**src/core/cctpa_pkg.sv**
```systemverilog
package cctpa_pkg;
    // Geometry
    localparam int NUM_CH = 8;
    localparam int CNT_W = 16;
    localparam int ADDR_W = 8;
    localparam int DATA_W = 32;
    localparam int PS_W = 3;
    localparam int PRE_W = 7;

    // Register byte offsets, one aligned word each
    localparam logic [7:0] OFS_DIR = 8'h00;
    localparam logic [7:0] OFS_FORCE = 8'h04;
    localparam logic [7:0] OFS_OC7MASK = 8'h08;
    localparam logic [7:0] OFS_OC7DATA = 8'h0C;
    localparam logic [7:0] OFS_COUNT = 8'h10;
    localparam logic [7:0] OFS_SYSCTL1 = 8'h14;
    localparam logic [7:0] OFS_OUTMODE = 8'h18;
    localparam logic [7:0] OFS_IRQEN = 8'h1C;
    localparam logic [7:0] OFS_SYSCTL2 = 8'h20;
    localparam logic [7:0] OFS_FLAG1 = 8'h24;
    localparam logic [7:0] OFS_FLAG2 = 8'h28;
    localparam logic [7:0] OFS_ACCCTL = 8'h2C;
    localparam logic [7:0] OFS_ACCFLG = 8'h30;
    localparam logic [7:0] OFS_ACCCNT = 8'h34;
    localparam logic [7:0] OFS_PORT = 8'h38;
    localparam logic [7:0] OFS_PORTDIR = 8'h3C;
    localparam logic [7:0] OFS_CAPEDGE = 8'h40;
    localparam logic [7:0] OFS_CHBASE = 8'h60;
    localparam logic [7:0] OFS_CHEND = 8'h7C;

    // Field positions
    localparam int TEN_BIT = 7;
    localparam int FFCA_BIT = 4;
    localparam int TOI_BIT = 7;
    localparam int COUNTER_RESET_ON_CH7_ENABLE_BIT = 3;
    localparam int TOF_BIT = 7;
    localparam int LEVEL_LSB = 8;
    localparam int ACC_EN_BIT = 6;
    localparam int ACC_MODE_BIT = 5;
    localparam int ACC_EDGE_BIT = 4;
    localparam int ACC_OVI_BIT = 1;
    localparam int ACC_II_BIT = 0;
    localparam int ACC_OVF_BIT = 1;
    localparam int ACC_IF_BIT = 0;

    // Values
    localparam logic [CNT_W-1:0] CNT_MAX = 16'hFFFF;
    localparam logic [CNT_W-1:0] CNT_ZERO = 16'h0000;
    localparam logic [5:0] DIV64_MASK = 6'h3F;

    // Compare action, {mode, level}
    typedef enum logic [1:0] {
        OC_NONE = 2'b00,
        OC_TOGGLE = 2'b01,
        OC_CLEAR = 2'b10,
        OC_SET = 2'b11
    } cctpa_ocact_t;

    // Capture edge choice per channel
    typedef enum logic [1:0] {
        EDGE_OFF = 2'b00,
        EDGE_RISE = 2'b01,
        EDGE_FALL = 2'b10,
        EDGE_BOTH = 2'b11
    } cctpa_edge_t;
endpackage : cctpa_pkg

```
**src/core/cctpa_timer.sv**
```systemverilog
// Implementation choices: the APB slave port and the register offsets.
`timescale 1ns/10ps
module cctpa_timer
    import cctpa_pkg::*;
(
    input wire logic clk,
    input wire logic sys_rst,
    input wire logic psel,
    input wire logic penable,
    input wire logic pwrite,
    input wire logic [cctpa_pkg::ADDR_W-1:0] paddr,
    input wire logic [cctpa_pkg::DATA_W-1:0] pwdata,
    output logic pready,
    output logic [cctpa_pkg::DATA_W-1:0] prdata,
    output logic pslverr,
    input wire logic [cctpa_pkg::NUM_CH-1:0] chanPinIn,
    output logic [cctpa_pkg::NUM_CH-1:0] chanPinOut,
    output logic [cctpa_pkg::NUM_CH-1:0] chanPinOe,
    output logic [cctpa_pkg::NUM_CH-1:0] chanIrq,
    output logic accumInIrq,
    output logic accumOvfIrq,
    output logic ovfIrq
);
    // Configuration
    logic [NUM_CH-1:0] dirSel, cmpMode, cmpLevel, oc7Mask, oc7Data;
    logic [NUM_CH-1:0] chanIrqEn, portLatch, portDir;
    logic [2*NUM_CH-1:0] capEdge;
    logic timerEn, fastClr, ovfIrqEn, cntRstEn;
    logic [PS_W-1:0] prescaleSel;
    logic accEn, accMode, accEdge, accOvfIrqEn, accInIrqEn;
    // State
    logic [NUM_CH-1:0] chanFlag, ocState;
    logic ovfFlag, accOvfFlag, accInFlag, cntMoved;
    logic [CNT_W-1:0] freeCnt, accumCnt;
    logic [CNT_W-1:0] chanReg [NUM_CH];
    logic [NUM_CH-1:0] pinSync, pinLast;
    // Events
    logic cntTick, div64Tick, ch7Reset;
    logic [NUM_CH-1:0] match, capEvt, forceCmp, connected;
    logic evtEdge, gatedInc, trailing, accInc, gateOn, gateWas;
    logic access, wrEn, accWr, mapped;
    logic [DATA_W-1:0] rdMux;

    // Address decode helpers, used by write and read paths
    function automatic logic isReg(input logic [ADDR_W-1:0] a,
                                   input logic [7:0] ofs);
        isReg = (a == ofs);
    endfunction : isReg

    function automatic logic isChan(input logic [ADDR_W-1:0] a);
        isChan = (a >= OFS_CHBASE) && (a <= OFS_CHEND) && (a[1:0] == 2'b00);
    endfunction : isChan

    // Edge of the chosen kind between last and current sample
    function automatic logic edgeHit(input logic [1:0] sel,
                                     input logic prev,
                                     input logic cur);
        edgeHit = (sel[0] && !prev && cur) || (sel[1] && prev && !cur);
    endfunction : edgeHit

    // New pin level for one compare action
    function automatic logic ocNext(input logic [1:0] act,
                                    input logic cur);
        case (cctpa_ocact_t'(act))
            OC_TOGGLE: ocNext = !cur;
            OC_CLEAR: ocNext = 1'b0;
            OC_SET: ocNext = 1'b1;
            default: ocNext = cur;
        endcase
    endfunction : ocNext

    // Zero-wait slave: every access completes in its first access cycle
    assign pready = 1'b1;
    assign access = psel && penable;
    assign wrEn = access && pwrite;
    assign accWr = wrEn && isReg(paddr, OFS_ACCCNT);

    cctpa_sync #(
        .W(NUM_CH)
    ) u_sync (
        .clk(clk),
        .sys_rst(sys_rst),
        .asyncIn(chanPinIn),
        .syncOut(pinSync)
    );

    cctpa_prescale u_pre (
        .clk(clk),
        .sys_rst(sys_rst),
        .enable(timerEn),
        .prescaleSel(prescaleSel),
        .cntTick(cntTick),
        .div64Tick(div64Tick)
    );

    // Previous synchronised level, for edge detection
    always_ff @(posedge clk) begin
        if (sys_rst) begin
            pinLast <= '0;
        end else begin
            pinLast <= pinSync;
        end
    end

    // Software-written configuration
    always_ff @(posedge clk) begin
        if (sys_rst) begin
            dirSel <= '0;
            cmpMode <= '0;
            cmpLevel <= '0;
            oc7Mask <= '0;
            oc7Data <= '0;
            chanIrqEn <= '0;
            portLatch <= '0;
            portDir <= '0;
            capEdge <= '0;
            timerEn <= 1'b0;
            fastClr <= 1'b0;
            ovfIrqEn <= 1'b0;
            cntRstEn <= 1'b0;
            prescaleSel <= '0;
            {accEn, accMode, accEdge, accOvfIrqEn, accInIrqEn} <= '0;
        end else if (wrEn) begin
            if (isReg(paddr, OFS_DIR)) dirSel <= pwdata[NUM_CH-1:0];
            if (isReg(paddr, OFS_OC7MASK)) oc7Mask <= pwdata[NUM_CH-1:0];
            if (isReg(paddr, OFS_OC7DATA)) oc7Data <= pwdata[NUM_CH-1:0];
            if (isReg(paddr, OFS_IRQEN)) chanIrqEn <= pwdata[NUM_CH-1:0];
            if (isReg(paddr, OFS_PORT)) portLatch <= pwdata[NUM_CH-1:0];
            if (isReg(paddr, OFS_PORTDIR)) portDir <= pwdata[NUM_CH-1:0];
            if (isReg(paddr, OFS_CAPEDGE)) capEdge <= pwdata[2*NUM_CH-1:0];
            if (isReg(paddr, OFS_OUTMODE)) begin
                cmpMode <= pwdata[NUM_CH-1:0];
                cmpLevel <= pwdata[LEVEL_LSB +: NUM_CH];
            end
            if (isReg(paddr, OFS_SYSCTL1)) begin
                timerEn <= pwdata[TEN_BIT];
                fastClr <= pwdata[FFCA_BIT];
            end
            if (isReg(paddr, OFS_SYSCTL2)) begin
                ovfIrqEn <= pwdata[TOI_BIT];
                cntRstEn <= pwdata[COUNTER_RESET_ON_CH7_ENABLE_BIT];
                prescaleSel <= pwdata[PS_W-1:0];
            end
            if (isReg(paddr, OFS_ACCCTL)) begin
                accEn <= pwdata[ACC_EN_BIT];
                accMode <= pwdata[ACC_MODE_BIT];
                accEdge <= pwdata[ACC_EDGE_BIT];
                accOvfIrqEn <= pwdata[ACC_OVI_BIT];
                accInIrqEn <= pwdata[ACC_II_BIT];
            end
        end
    end

    assign ch7Reset = cntMoved && cntRstEn && (freeCnt == chanReg[NUM_CH-1])
                      && (chanReg[NUM_CH-1] != CNT_ZERO);

    // Counter; the top value lasts one cycle because reset follows it
    always_ff @(posedge clk) begin
        if (sys_rst) begin
            freeCnt <= CNT_ZERO;
            cntMoved <= 1'b0;
        end else begin
            cntMoved <= 1'b0;
            if (ch7Reset) begin
                freeCnt <= CNT_ZERO;
                cntMoved <= 1'b1;
            end else if (cntTick) begin
                freeCnt <= freeCnt + 16'h0001;
                cntMoved <= 1'b1;
            end
        end
    end

    // Per-channel events; matches only on a freshly loaded counter value
    always_comb begin
        for (int i = 0; i < NUM_CH; i++) begin
            match[i] = dirSel[i] && cntMoved && (freeCnt == chanReg[i]);
            capEvt[i] = !dirSel[i] && edgeHit(capEdge[2*i +: 2], pinLast[i],
                                              pinSync[i]);
            connected[i] = dirSel[i] && ((cmpMode[i] || cmpLevel[i])
                                         || oc7Mask[i]);
        end
    end
    assign forceCmp = (wrEn && isReg(paddr, OFS_FORCE)) ? pwdata[NUM_CH-1:0]
                                                         : '0;

    // Channel registers: capture beats a software write
    always_ff @(posedge clk) begin
        if (sys_rst) begin
            for (int i = 0; i < NUM_CH; i++) chanReg[i] <= CNT_ZERO;
        end else begin
            for (int i = 0; i < NUM_CH; i++) begin
                if (capEvt[i]) begin
                    chanReg[i] <= freeCnt;
                end else if (wrEn && isChan(paddr) && (paddr[4:2] == 3'(i)))
                begin
                    chanReg[i] <= pwdata[CNT_W-1:0];
                end
            end
        end
    end

    // Channel flags: a set in the clearing cycle wins
    always_ff @(posedge clk) begin
        if (sys_rst) begin
            chanFlag <= '0;
        end else begin
            chanFlag <= (chanFlag & ~((wrEn && timerEn
                          && isReg(paddr, OFS_FLAG1)) ? pwdata[NUM_CH-1:0]
                          : '0)) | capEvt | match;
        end
    end

    // Compare pin state; channel 7 is applied last so it overrides
    always_ff @(posedge clk) begin
        if (sys_rst) begin
            ocState <= '0;
        end else begin
            for (int i = 0; i < NUM_CH; i++) begin
                if (dirSel[i] && (match[i] || forceCmp[i])) begin
                    ocState[i] <= ocNext({cmpMode[i], cmpLevel[i]},
                                         ocState[i]);
                end
            end
            if (dirSel[NUM_CH-1] && (match[NUM_CH-1] || forceCmp[NUM_CH-1]))
            begin
                for (int i = 0; i < NUM_CH; i++) begin
                    if (oc7Mask[i]) ocState[i] <= oc7Data[i];
                end
            end
        end
    end

    // Pin drive; the latch shows once the compare logic lets go
    always_ff @(posedge clk) begin
        if (sys_rst) begin
            chanPinOut <= '0;
            chanPinOe <= '0;
        end else begin
            chanPinOut <= (connected & ocState) | (~connected & portLatch);
            chanPinOe <= connected | portDir;
        end
    end

    // Accumulator events on the shared channel 7 pin
    assign gateOn = pinSync[NUM_CH-1] ^ accEdge;
    assign gateWas = pinLast[NUM_CH-1] ^ accEdge;
    assign evtEdge = accEn && !accMode && (accEdge
                     ? (!pinLast[NUM_CH-1] && pinSync[NUM_CH-1])
                     : (pinLast[NUM_CH-1] && !pinSync[NUM_CH-1]));
    assign gatedInc = accEn && accMode && div64Tick && gateOn;
    assign trailing = accEn && accMode && gateWas && !gateOn;
    assign accInc = evtEdge || gatedInc;

    // Accumulator count; a software write takes the cycle
    always_ff @(posedge clk) begin
        if (sys_rst) begin
            accumCnt <= CNT_ZERO;
        end else if (accWr) begin
            accumCnt <= pwdata[CNT_W-1:0];
        end else if (accInc) begin
            accumCnt <= accumCnt + 16'h0001;
        end
    end

    // Accumulator and counter flags; set wins over clear
    always_ff @(posedge clk) begin
        if (sys_rst) begin
            accOvfFlag <= 1'b0;
            accInFlag <= 1'b0;
            ovfFlag <= 1'b0;
        end else begin
            if (timerEn && ((fastClr && access && isReg(paddr, OFS_ACCCNT))
                || (wrEn && isReg(paddr, OFS_ACCFLG)
                    && pwdata[ACC_OVF_BIT])))
                accOvfFlag <= 1'b0;
            if (timerEn && ((fastClr && access && isReg(paddr, OFS_ACCCNT))
                || (wrEn && isReg(paddr, OFS_ACCFLG)
                    && pwdata[ACC_IF_BIT])))
                accInFlag <= 1'b0;
            if (timerEn && wrEn && isReg(paddr, OFS_FLAG2)
                && pwdata[TOF_BIT])
                ovfFlag <= 1'b0;
            if (accInc && !accWr && (accumCnt == CNT_MAX)) accOvfFlag <= 1'b1;
            if (evtEdge || trailing) accInFlag <= 1'b1;
            if (cntTick && !ch7Reset && (freeCnt == CNT_MAX)) ovfFlag <= 1'b1;
        end
    end

    assign chanIrq = chanFlag & chanIrqEn;
    assign accumInIrq = accInFlag && accInIrqEn;
    assign accumOvfIrq = accOvfFlag && accOvfIrqEn;
    assign ovfIrq = ovfFlag && ovfIrqEn;

    // Read mux; force register reads as zero
    always_comb begin
        rdMux = '0;
        mapped = 1'b1;
        case (paddr)
            OFS_DIR: rdMux[NUM_CH-1:0] = dirSel;
            OFS_FORCE: rdMux = '0;
            OFS_OC7MASK: rdMux[NUM_CH-1:0] = oc7Mask;
            OFS_OC7DATA: rdMux[NUM_CH-1:0] = oc7Data;
            OFS_COUNT: rdMux[CNT_W-1:0] = freeCnt;
            OFS_SYSCTL1: begin
                rdMux[TEN_BIT] = timerEn;
                rdMux[FFCA_BIT] = fastClr;
            end
            OFS_OUTMODE: rdMux[2*NUM_CH-1:0] = {cmpLevel, cmpMode};
            OFS_IRQEN: rdMux[NUM_CH-1:0] = chanIrqEn;
            OFS_SYSCTL2: begin
                rdMux[TOI_BIT] = ovfIrqEn;
                rdMux[COUNTER_RESET_ON_CH7_ENABLE_BIT] = cntRstEn;
                rdMux[PS_W-1:0] = prescaleSel;
            end
            OFS_FLAG1: rdMux[NUM_CH-1:0] = chanFlag;
            OFS_FLAG2: rdMux[TOF_BIT] = ovfFlag;
            OFS_ACCCTL: begin
                rdMux[ACC_EN_BIT] = accEn;
                rdMux[ACC_MODE_BIT] = accMode;
                rdMux[ACC_EDGE_BIT] = accEdge;
                rdMux[ACC_OVI_BIT] = accOvfIrqEn;
                rdMux[ACC_II_BIT] = accInIrqEn;
            end
            OFS_ACCFLG: rdMux[1:0] = {accOvfFlag, accInFlag};
            OFS_ACCCNT: rdMux[CNT_W-1:0] = accumCnt;
            OFS_PORT: rdMux[NUM_CH-1:0] = portLatch;
            OFS_PORTDIR: rdMux[NUM_CH-1:0] = portDir;
            OFS_CAPEDGE: rdMux[2*NUM_CH-1:0] = capEdge;
            default: begin
                if (isChan(paddr)) rdMux[CNT_W-1:0] = chanReg[paddr[4:2]];
                else mapped = 1'b0;
            end
        endcase
    end

    // Read data and error sampled in the setup cycle, held through access
    always_ff @(posedge clk) begin
        if (sys_rst) begin
            prdata <= '0;
            pslverr <= 1'b0;
        end else if (psel && !penable) begin
            prdata <= pwrite ? '0 : rdMux;
            pslverr <= !mapped;
        end
    end
endmodule : cctpa_timer

```
**src/core/cctpa_sync.sv**
```systemverilog
`timescale 1ns/10ps
module cctpa_sync #(
    parameter int W = 8
) (
    input wire logic clk,
    input wire logic sys_rst,
    input wire logic [W-1:0] asyncIn,
    output logic [W-1:0] syncOut
);
    logic [W-1:0] stageOne;

    // Two flops; the first is read only by the second
    always_ff @(posedge clk) begin
        if (sys_rst) begin
            stageOne <= '0;
            syncOut <= '0;
        end else begin
            stageOne <= asyncIn;
            syncOut <= stageOne;
        end
    end
endmodule : cctpa_sync

```
**src/core/cctpa_prescale.sv**
```systemverilog
`timescale 1ns/10ps
module cctpa_prescale
    import cctpa_pkg::*;
(
    input wire logic clk,
    input wire logic sys_rst,
    input wire logic enable,
    input wire logic [cctpa_pkg::PS_W-1:0] prescaleSel,
    output logic cntTick,
    output logic div64Tick
);
    logic [PRE_W-1:0] preCnt;
    logic [PRE_W-1:0] divMask;

    // Held at zero while the timer is off, so no tick of either kind
    always_ff @(posedge clk) begin
        if (sys_rst || !enable) begin
            preCnt <= '0;
        end else begin
            preCnt <= preCnt + 7'h01;
        end
    end

    // Divisor 2^sel: tick when the low sel bits are all ones
    assign divMask = PRE_W'((8'h01 << prescaleSel) - 8'h01);
    assign cntTick = enable && ((preCnt & divMask) == divMask);
    assign div64Tick = enable && (preCnt[5:0] == DIV64_MASK);
endmodule : cctpa_prescale

```
**config.mk**
```make
export PLATFORM = sky130hd
export DESIGN_NAME = cctpa_timer
export DESIGN_NICKNAME = d
export VERILOG_FILES = /design/src/core/cctpa_pkg.sv /design/src/core/cctpa_timer.sv /design/src/core/cctpa_sync.sv /design/src/core/cctpa_prescale.sv
export SDC_FILE = /design/constraint.sdc
export NUM_CORES = 1
export LEC_CHECK = 0
export BUFFER_PORTS_ARGS = -buffer_cell sky130_fd_sc_hd__buf_2
export CAP_MARGIN = 20
export CORE_ASPECT_RATIO = 1.75
export CORE_MARGIN = 5
export CORE_UTILIZATION = 65
export CTS_BUF_LIST = sky130_fd_sc_hd__clkbuf_4 sky130_fd_sc_hd__clkbuf_8 sky130_fd_sc_hd__clkbuf_16
export CTS_CLUSTER_DIAMETER = 40
export DETAILED_ROUTE_END_ITERATION = 8
export PLACE_DENSITY = 0.88
export SYNTH_ARGS = -nofsm -noshare
export SYNTH_HDL_FRONTEND = slang
export SYNTH_SLANG_ARGS = --single-unit
```
**constraint.sdc**
```tcl
create_clock -name clk -period 5.9 [get_ports clk]
set_input_delay 0.295 -clock clk [delete_from_list [all_inputs] [get_ports clk]]
set_output_delay 0.295 -clock clk [all_outputs]
set_load 0.02 [all_outputs]
```
==> metrics.md, run 1 <==
| Metric | Value |
|---|---|
| I/O pin cnt | 114 |
| Fillers | 1992 |
| CP Capture Type | register |
| Cts hold-fix bufs | 8 |
| Reg2Reg Depth | 8 |
| CP Class | register to register |
| Req. time, crit path | 6.32 ns |
| Row count | roughly 80 |
| Drt pass-1 iters | 8 |
| Core area | 0.0279 mm² |
| Grt ovf | 0 |
| Largest area contributor in the netlist | dfxtp_1 |
| Worst slew pin tran | 1.25 ns |
| Tcrit/Tclk final | 54.3% |
| Tmin final | roughly 3.2 ns |
| Antenna cells | 0 |
| Endpoints failing setup | 0 |
| Final slew viol count | 0 |
| Unrepaired setup endpoints after global routing | no |
| Setup bufs post-CTS | 0 |
| Max-cap violations | 0 |
| Total global-route track usage | 43.6% |
| Worst-Skew Late Latency | 0.55 ns |
| GR peak layer | met2 |
| Area growth syn-to-layout | 9.86% |
| Worst vdd ir | 0.000236 V |
| RD Place Congestion | 1.05 |
| Die area | 0.0317 mm² |
| Vias | 16600 |
| Drt via density | slightly above 7 |
| Status | finished, final reports clean |
| Critical path startpoint | prescaleSel[2] |
| Crit path launch type | register |
| Num CTS Buffers | 35 |
| Die width | 137 µm |
| Yosys top cell area share | 22.8% |
| FFs w/ async S/R, synth | 0% |
| CTS Sinks | 336 |
| Starting DRT DRC Count | around 2500 |
| R2r endpoint | freeCnt[8] |
| Critical path arrival | 3.62 ns |
| Htree depth | 2 |
| GR Util met1 | 49.2% |
| Commonest cells in the netlist | nand2_1, dfxtp_1, edfxtp_1 |
| First-pass GRT wire length | between 100 and 150 mm |
| Post-DRT Antenna Nets | 0 |
| Leak | roughly 0.007 µW |
| Root Buffer | clkbuf_16 |
| Worst reg-to-reg setup slack | 2.70 ns |
| HPWL Detailed | 47.0 mm |
| Synth Flop Type | dfxtp_1 |
| Vias in the first global route | 16200 |
| Antenna violations before repair | 0 |
| Initial Util | 65.5% |
| Post-synth EDFFs | 128 |
| Pin count of the biggest net entering global routing | 73 |
| Most common cell in the synthesized netlist | nand2_1 |
| Clock Pin Slew Worst Setup and Hold Paths | 0.06 ns |
| # DRC | 0 |
| YS warnings | 0 |
| Sequential share of the synthesized area | 43.9% |
| I/O Buffers | 80 |
| Final net count | a little under 2000 |
| Synth Instances | 1931 |
| Final hold vios | 0 |
| Syn_area_per_cell | 9.45 µm² |
| Final wirelength | approximately 70 mm |
| Ranking of synthesized cells by area | dfxtp_1, edfxtp_1, xnor2_1 |
| Synth unique cells | 77 |
| GR Util met3 | 10.4% |
| PwrDens | ~260 mW/mm² |
| Fraction of layout instances using a drive strength above 1 | 13.2% |
| Normalized max-slew margin | 16.5% |
| #FFs+latches synth | 336 |
| Fmax | 0.312 GHz |
| Origin of the critical flop-to-flop path | prescaleSel[2] |
| Global-route met2 utilization | around 66% |
| Worst hold path type | input port to register |
| Routed WL per cell | 29.5 µm |
| Die H | 232 µm |
| Synth Cell Area | 0.0183 mm² |
| Final std cells w/o fill | about 2300 |
| Clock Path Buffers | 3 |
| CTS tree | yes |
| DP Cell Count | 2254 |
| Post-CTS Resized | 0 |
| CP max FO | 11 |
| Clk_skew | 0.0216 ns |
| Worst Setup EP | freeCnt[8] |
| Fin Setup TNS | 0 ns |
[state kept, by name (all words and copies together), names as in the netlist, 16 cells and up]
| name | cells |
|---|---|
| freeCnt | 16 |
| accumCnt | 16 |
| prdata | 16 |
| capEdge | 16 |
| chanReg | 128 |
[logic make-up (layout without fill, tap and decap cells)]
group	after synthesis	count (layout)	share of synthesized area, %
buffers and inverters	208	217	5.06
other	2	17	0.0411
and+or+nand+nor	680	680	18.7
AOI/OAI and AO/OA	435	435	16.3
muxes	102	102	7.86
DFF	336	336	43.9
xor gates and xnor gates	164	164	7.87
adders and majority gates	4	4	0.274
[final cells by class]
cell class	count	area [µm²]	share of cell area [%]
flip-flops and latches	336	8010	39.9
repair buffers	133	855	4.26
clock buffers	41	981	4.89
well taps	373	467	2.33
multi-input cells	1402	9420	47.0
inverters	22	82.6	0.412
clock inverters	21	236	1.18
[power by group]
group | switching, µW | internal (µW)
logic | 244 | 101
clock network | 1010 | 1350
registers | 33.8 | 2440
total | 1290 | 3890
[metal layers]
metal,wire [µm],vias up
li1,-,6984
met1,20800,7728
met2,30300,1408
met3,8610,450
met4,8860,0
met5,0,-
[stage by stage]
| step | utilization [%] | hold slack (ns) | total power [µW] | instance area, µm² | setup WS, ns |
|---|---|---|---|---|---|
| floorplan | - | 0.414 | 2730 | 18300 | 2.98 |
| global placement | 67.1 | 0.422 | 2840 | 18700 | 2.42 |
| detailed placement | 67.1 | 0.426 | 2850 | 18700 | 2.37 |
| global route | 71.9 | 0.171 | 5270 | 20100 | 2.75 |
| finish | 71.9 | 0.163 | 5180 | 20100 | 2.70 |
| CTS | 71.7 | 0.153 | 5150 | 20000 | 2.92 |
[worst max-delay path: stages (launching register included)]
cell and delay, ns:
dfxtp_1 0.46, or3_1 0.38, ha_1 0.28, o21ai_0 0.08, a31oi_1 0.81, nand4_1 0.45
nor4_1 0.41, xnor2_1 0.16, nor2_1 0.05
[layout by cell type (no fill, tap or decap), drive strengths merged, types with 9 or more instances in the layout]
cell type / synthesis / final
a31oi: 15 / 15
nor3: 45 / 45
o31ai: 9 / 9
xor2: 40 / 40
nand3b: 24 / 24
a22oi: 18 / 18
and2: 26 / 26
nand2b: 12 / 12
edfxtp: 128 / 128
inv: 21 / 28
mux2: 10 / 10
buf: 79 / 124
dfxtp: 208 / 208
a211oi: 16 / 16
nand3: 87 / 87
nand4: 37 / 37
and3: 12 / 12
or3: 11 / 11
clkinv: 1 / 12
nor4: 26 / 26
clkbuf: 107 / 42
a21boi: 11 / 11
nor2: 103 / 103
a22o: 107 / 107
nand2: 249 / 249
mux2i: 60 / 60
nor2b: 29 / 29
a221oi: 9 / 9
o21ai: 76 / 76
conb: 2 / 17
mux4: 32 / 32
a21oi: 118 / 118
xnor2: 124 / 124
[how the worst min path moves through the flow]
stage | from | to | slack [ns] | cells after the start
floorplan | u_sync.stageOne[0] | u_sync.syncOut[0] | 0.41 | 1
global placement | u_sync.stageOne[5] | u_sync.syncOut[5] | 0.42 | 1
detailed placement | u_sync.stageOne[0] | u_sync.syncOut[0] | 0.43 | 1
CTS | pwdata[10] | capEdge[10] | 0.15 | 3
global route | pwdata[8] | cmpLevel[0] | 0.17 | 3
finish | sys_rst | pinLast[1] | 0.16 | 2
(Power assumes the default switching activity.)
==> run 2: changes to the inputs <==
CORE_UTILIZATION = 62   (was 65)
PLACE_DENSITY = 0.84   (was 0.88)
clock period = 2.95 ns   (was 5.9 ns; I/O delays follow)
==> metrics.md, run 2 (synthesis results as in run 1) <==
| Metric | Value |
|---|---|
| Fin Setup TNS | 0 ns |
| Final wirelength | 72.0 mm |
| Final net count | 2040 |
| Placed instance area | 0.0192 mm² |
| Core area | between 0.02 and 0.03 mm² |
| Starting DRT DRC Count | approximately 2200 |
| Row count | 83 |
| Normalized max-slew margin | 31.5% |
| Worst slew pin tran | approximately 1.0 ns |
| Routed WL per cell | 30.1 µm |
| GR Util met3 | 9.21% |
| Area growth syn-to-layout | 12.4% |
| Most frequent cells in the layout | nand2_1, dfxtp_1, edfxtp_1 |
| I/O pin cnt | 114 |
| Slowest CP cell | dfxtp_1 |
| I/O Buffers | 80 |
| GR Util met1 | 47.7% |
| Unrepaired setup endpoints after global routing | no |
| Antenna cells | 0 |
| Clock power frac | 45.9% |
| Final hold vios | 0 |
| CP max FO | 11 |
| Largest Register | chanReg |
| Die area | 0.0331 mm² |
| Grt ovf | 0 |
| CP Capture Type | register |
| Antenna violations before repair | 1 |
| Vias in the first global route | 16500 |
| GR peak layer | met2 |
| Root Buffer | clkbuf_16 |
| Critical path arrival | a little under 3 ns |
| Max reg flops | between 100 and 150 |
| Pin count of the biggest net entering global routing | around 130 |
| CP Class | register to register |
| Design Area, Final | 0.0205 mm² |
| Leak | roughly 0.0073 µW |
| Tmin final | between 2 and 3 ns |
| Commonest non-fill, non-tap cell in the layout | nand2_1 |
| Post-CTS Resized | 0 |
| Tcrit/Tclk final | 86.0% |
| Num CTS Buffers | 37 |
| Htree depth | 2 |
| Clk_skew | 0.0161 ns |
| Seq pwr share | 47.2% |
| Fraction of layout instances using a drive strength above 1 | 15.6% |
| Cell Int Power | 7940 µW |
| Drt via density | 7.02 |
| Origin of the critical flop-to-flop path | prescaleSel[2] |
| Req. time, crit path | 3.37 ns |
| Total global-route track usage | a little over two fifths |
| PwrDens | 513 mW/mm² |
| CP peak stage delay | 0.46 ns |
| Crit path launch type | register |
| HPWL Detailed | 50.1 mm |
| Final slew viol count | 0 |
| Hold path startpoint | pwdata[7] |
| Max-cap violations | 0 |
| Crit-path cells | or3_1 > ha_1 > o21ai_0 > a31oi_1 > buf_4 > nand4_1 > nor4_1 > xnor2_1 > nor2_1 |
| Die H | 237 µm |
| Status | finished, final reports clean |
| CTS tree | yes |
| Global-route met2 utilization | 68.2% |
| Clock Pin Slew Worst Setup and Hold Paths | ~0.060 ns |
| Clock Path Buffers | 3 |
| First-pass GRT wire length | 106 mm |
| Critical path startpoint | prescaleSel[2] |
| CTS Sinks | 336 |
| Initial Util | 62.5% |
| Sw power | about 2600 µW |
| Drt pass-1 iters | 7 |
| Switching Share | 24.5% |
| Combinational power share | 6.9% |
| Vias | ~17000 |
| Worst vdd ir | 0.000553 V |
| Post-DRT Antenna Nets | 0 |
| # DRC | 0 |
| Endpoints failing setup | 0 |
| Fmax | between 0.3 and 0.4 GHz |
| Worst-Skew Late Latency | 0.55 ns |
| Die width | 140 µm |
| RD Place Congestion | approximately 1.1 |
| Worst hold path type | input port to register |
run 2: what timing repair did:
action	4_1_cts	5_1_grt
buffers inserted	0	0
endpoints found under the hold margin	10	0
hold buffers	9	0
run 2: critical path, delay by kind of cell (launching register included):
| family | cells | cell delay, ns |
|---|---|---|
| flops | 1 | 0.46 |
| fa+ha+maj | 1 | 0.28 |
| compound gates | 2 | 0.24 |
| buf+inv | 1 | 0.18 |
| xor+xnor | 1 | 0.17 |
| simple gates | 4 | 1.09 |
run 2: worst paths after layout:
kind | to | cells past startpoint | slack [ns]
worst min register to register | u_sync.syncOut[6] | 1 | 0.44
worst min-delay path | cmpMode[7] | 3 | 0.02
worst max register to register | freeCnt[8] | 9 | 0.41
worst max-delay path | freeCnt[8] | 9 | 0.41
run 2: layout make-up:
class | instances | area [µm²]
Timing Repair Buffer | 184 | 1260
Inverter | 22 | 82.6
Multi-Input combinational cell | 1402 | 9420
Sequential cell | 336 | 8010
Clock buffer | 53 | 1140
Fill cell | 2202 | 8660
Tap cell | 382 | 478
Clock inverter | 13 | 130
run 2: power groups by stage:
stage / logic [µW] / registers (µW) / clock network [µW]
2_1_floorplan: 425 / 5030 / 0
3_3_place_gp: 670 / 5050 / 0
3_5_place_dp: 676 / 5060 / 0
4_1_cts: 689 / 4960 / 4820
5_1_grt: 737 / 4960 / 5020
6_report: 727 / 4960 / 4830
run 2: stage by stage:
step | util, % | setup slack, ns | hold WS, ns | std cells | power [µW]
3_5_place_dp | 65.6 | 0.439 | 0.361 | 2317 | 5730
4_1_cts | 70.3 | 0.456 | 0.000445 | 2392 | 10500
3_3_place_gp | 65.6 | 0.471 | 0.357 | 2317 | 5720
6_report | 70.3 | 0.412 | 0.0235 | 2392 | 10500
5_1_grt | 70.3 | 0.293 | 0.00191 | 2392 | 10700
2_1_floorplan | - | 0.174 | 0.276 | 1946 | 5460
run 2: layer usage:
metal | part of all wire, % | vias up | routed length [µm]
met4 | 12 | 0 | 8470
met1 | 31 | 7928 | 22500
met3 | 11 | 437 | 7930
met2 | 46 | 1345 | 33100
met5 | 0 | - | 0
li1 | - | 7091 | -
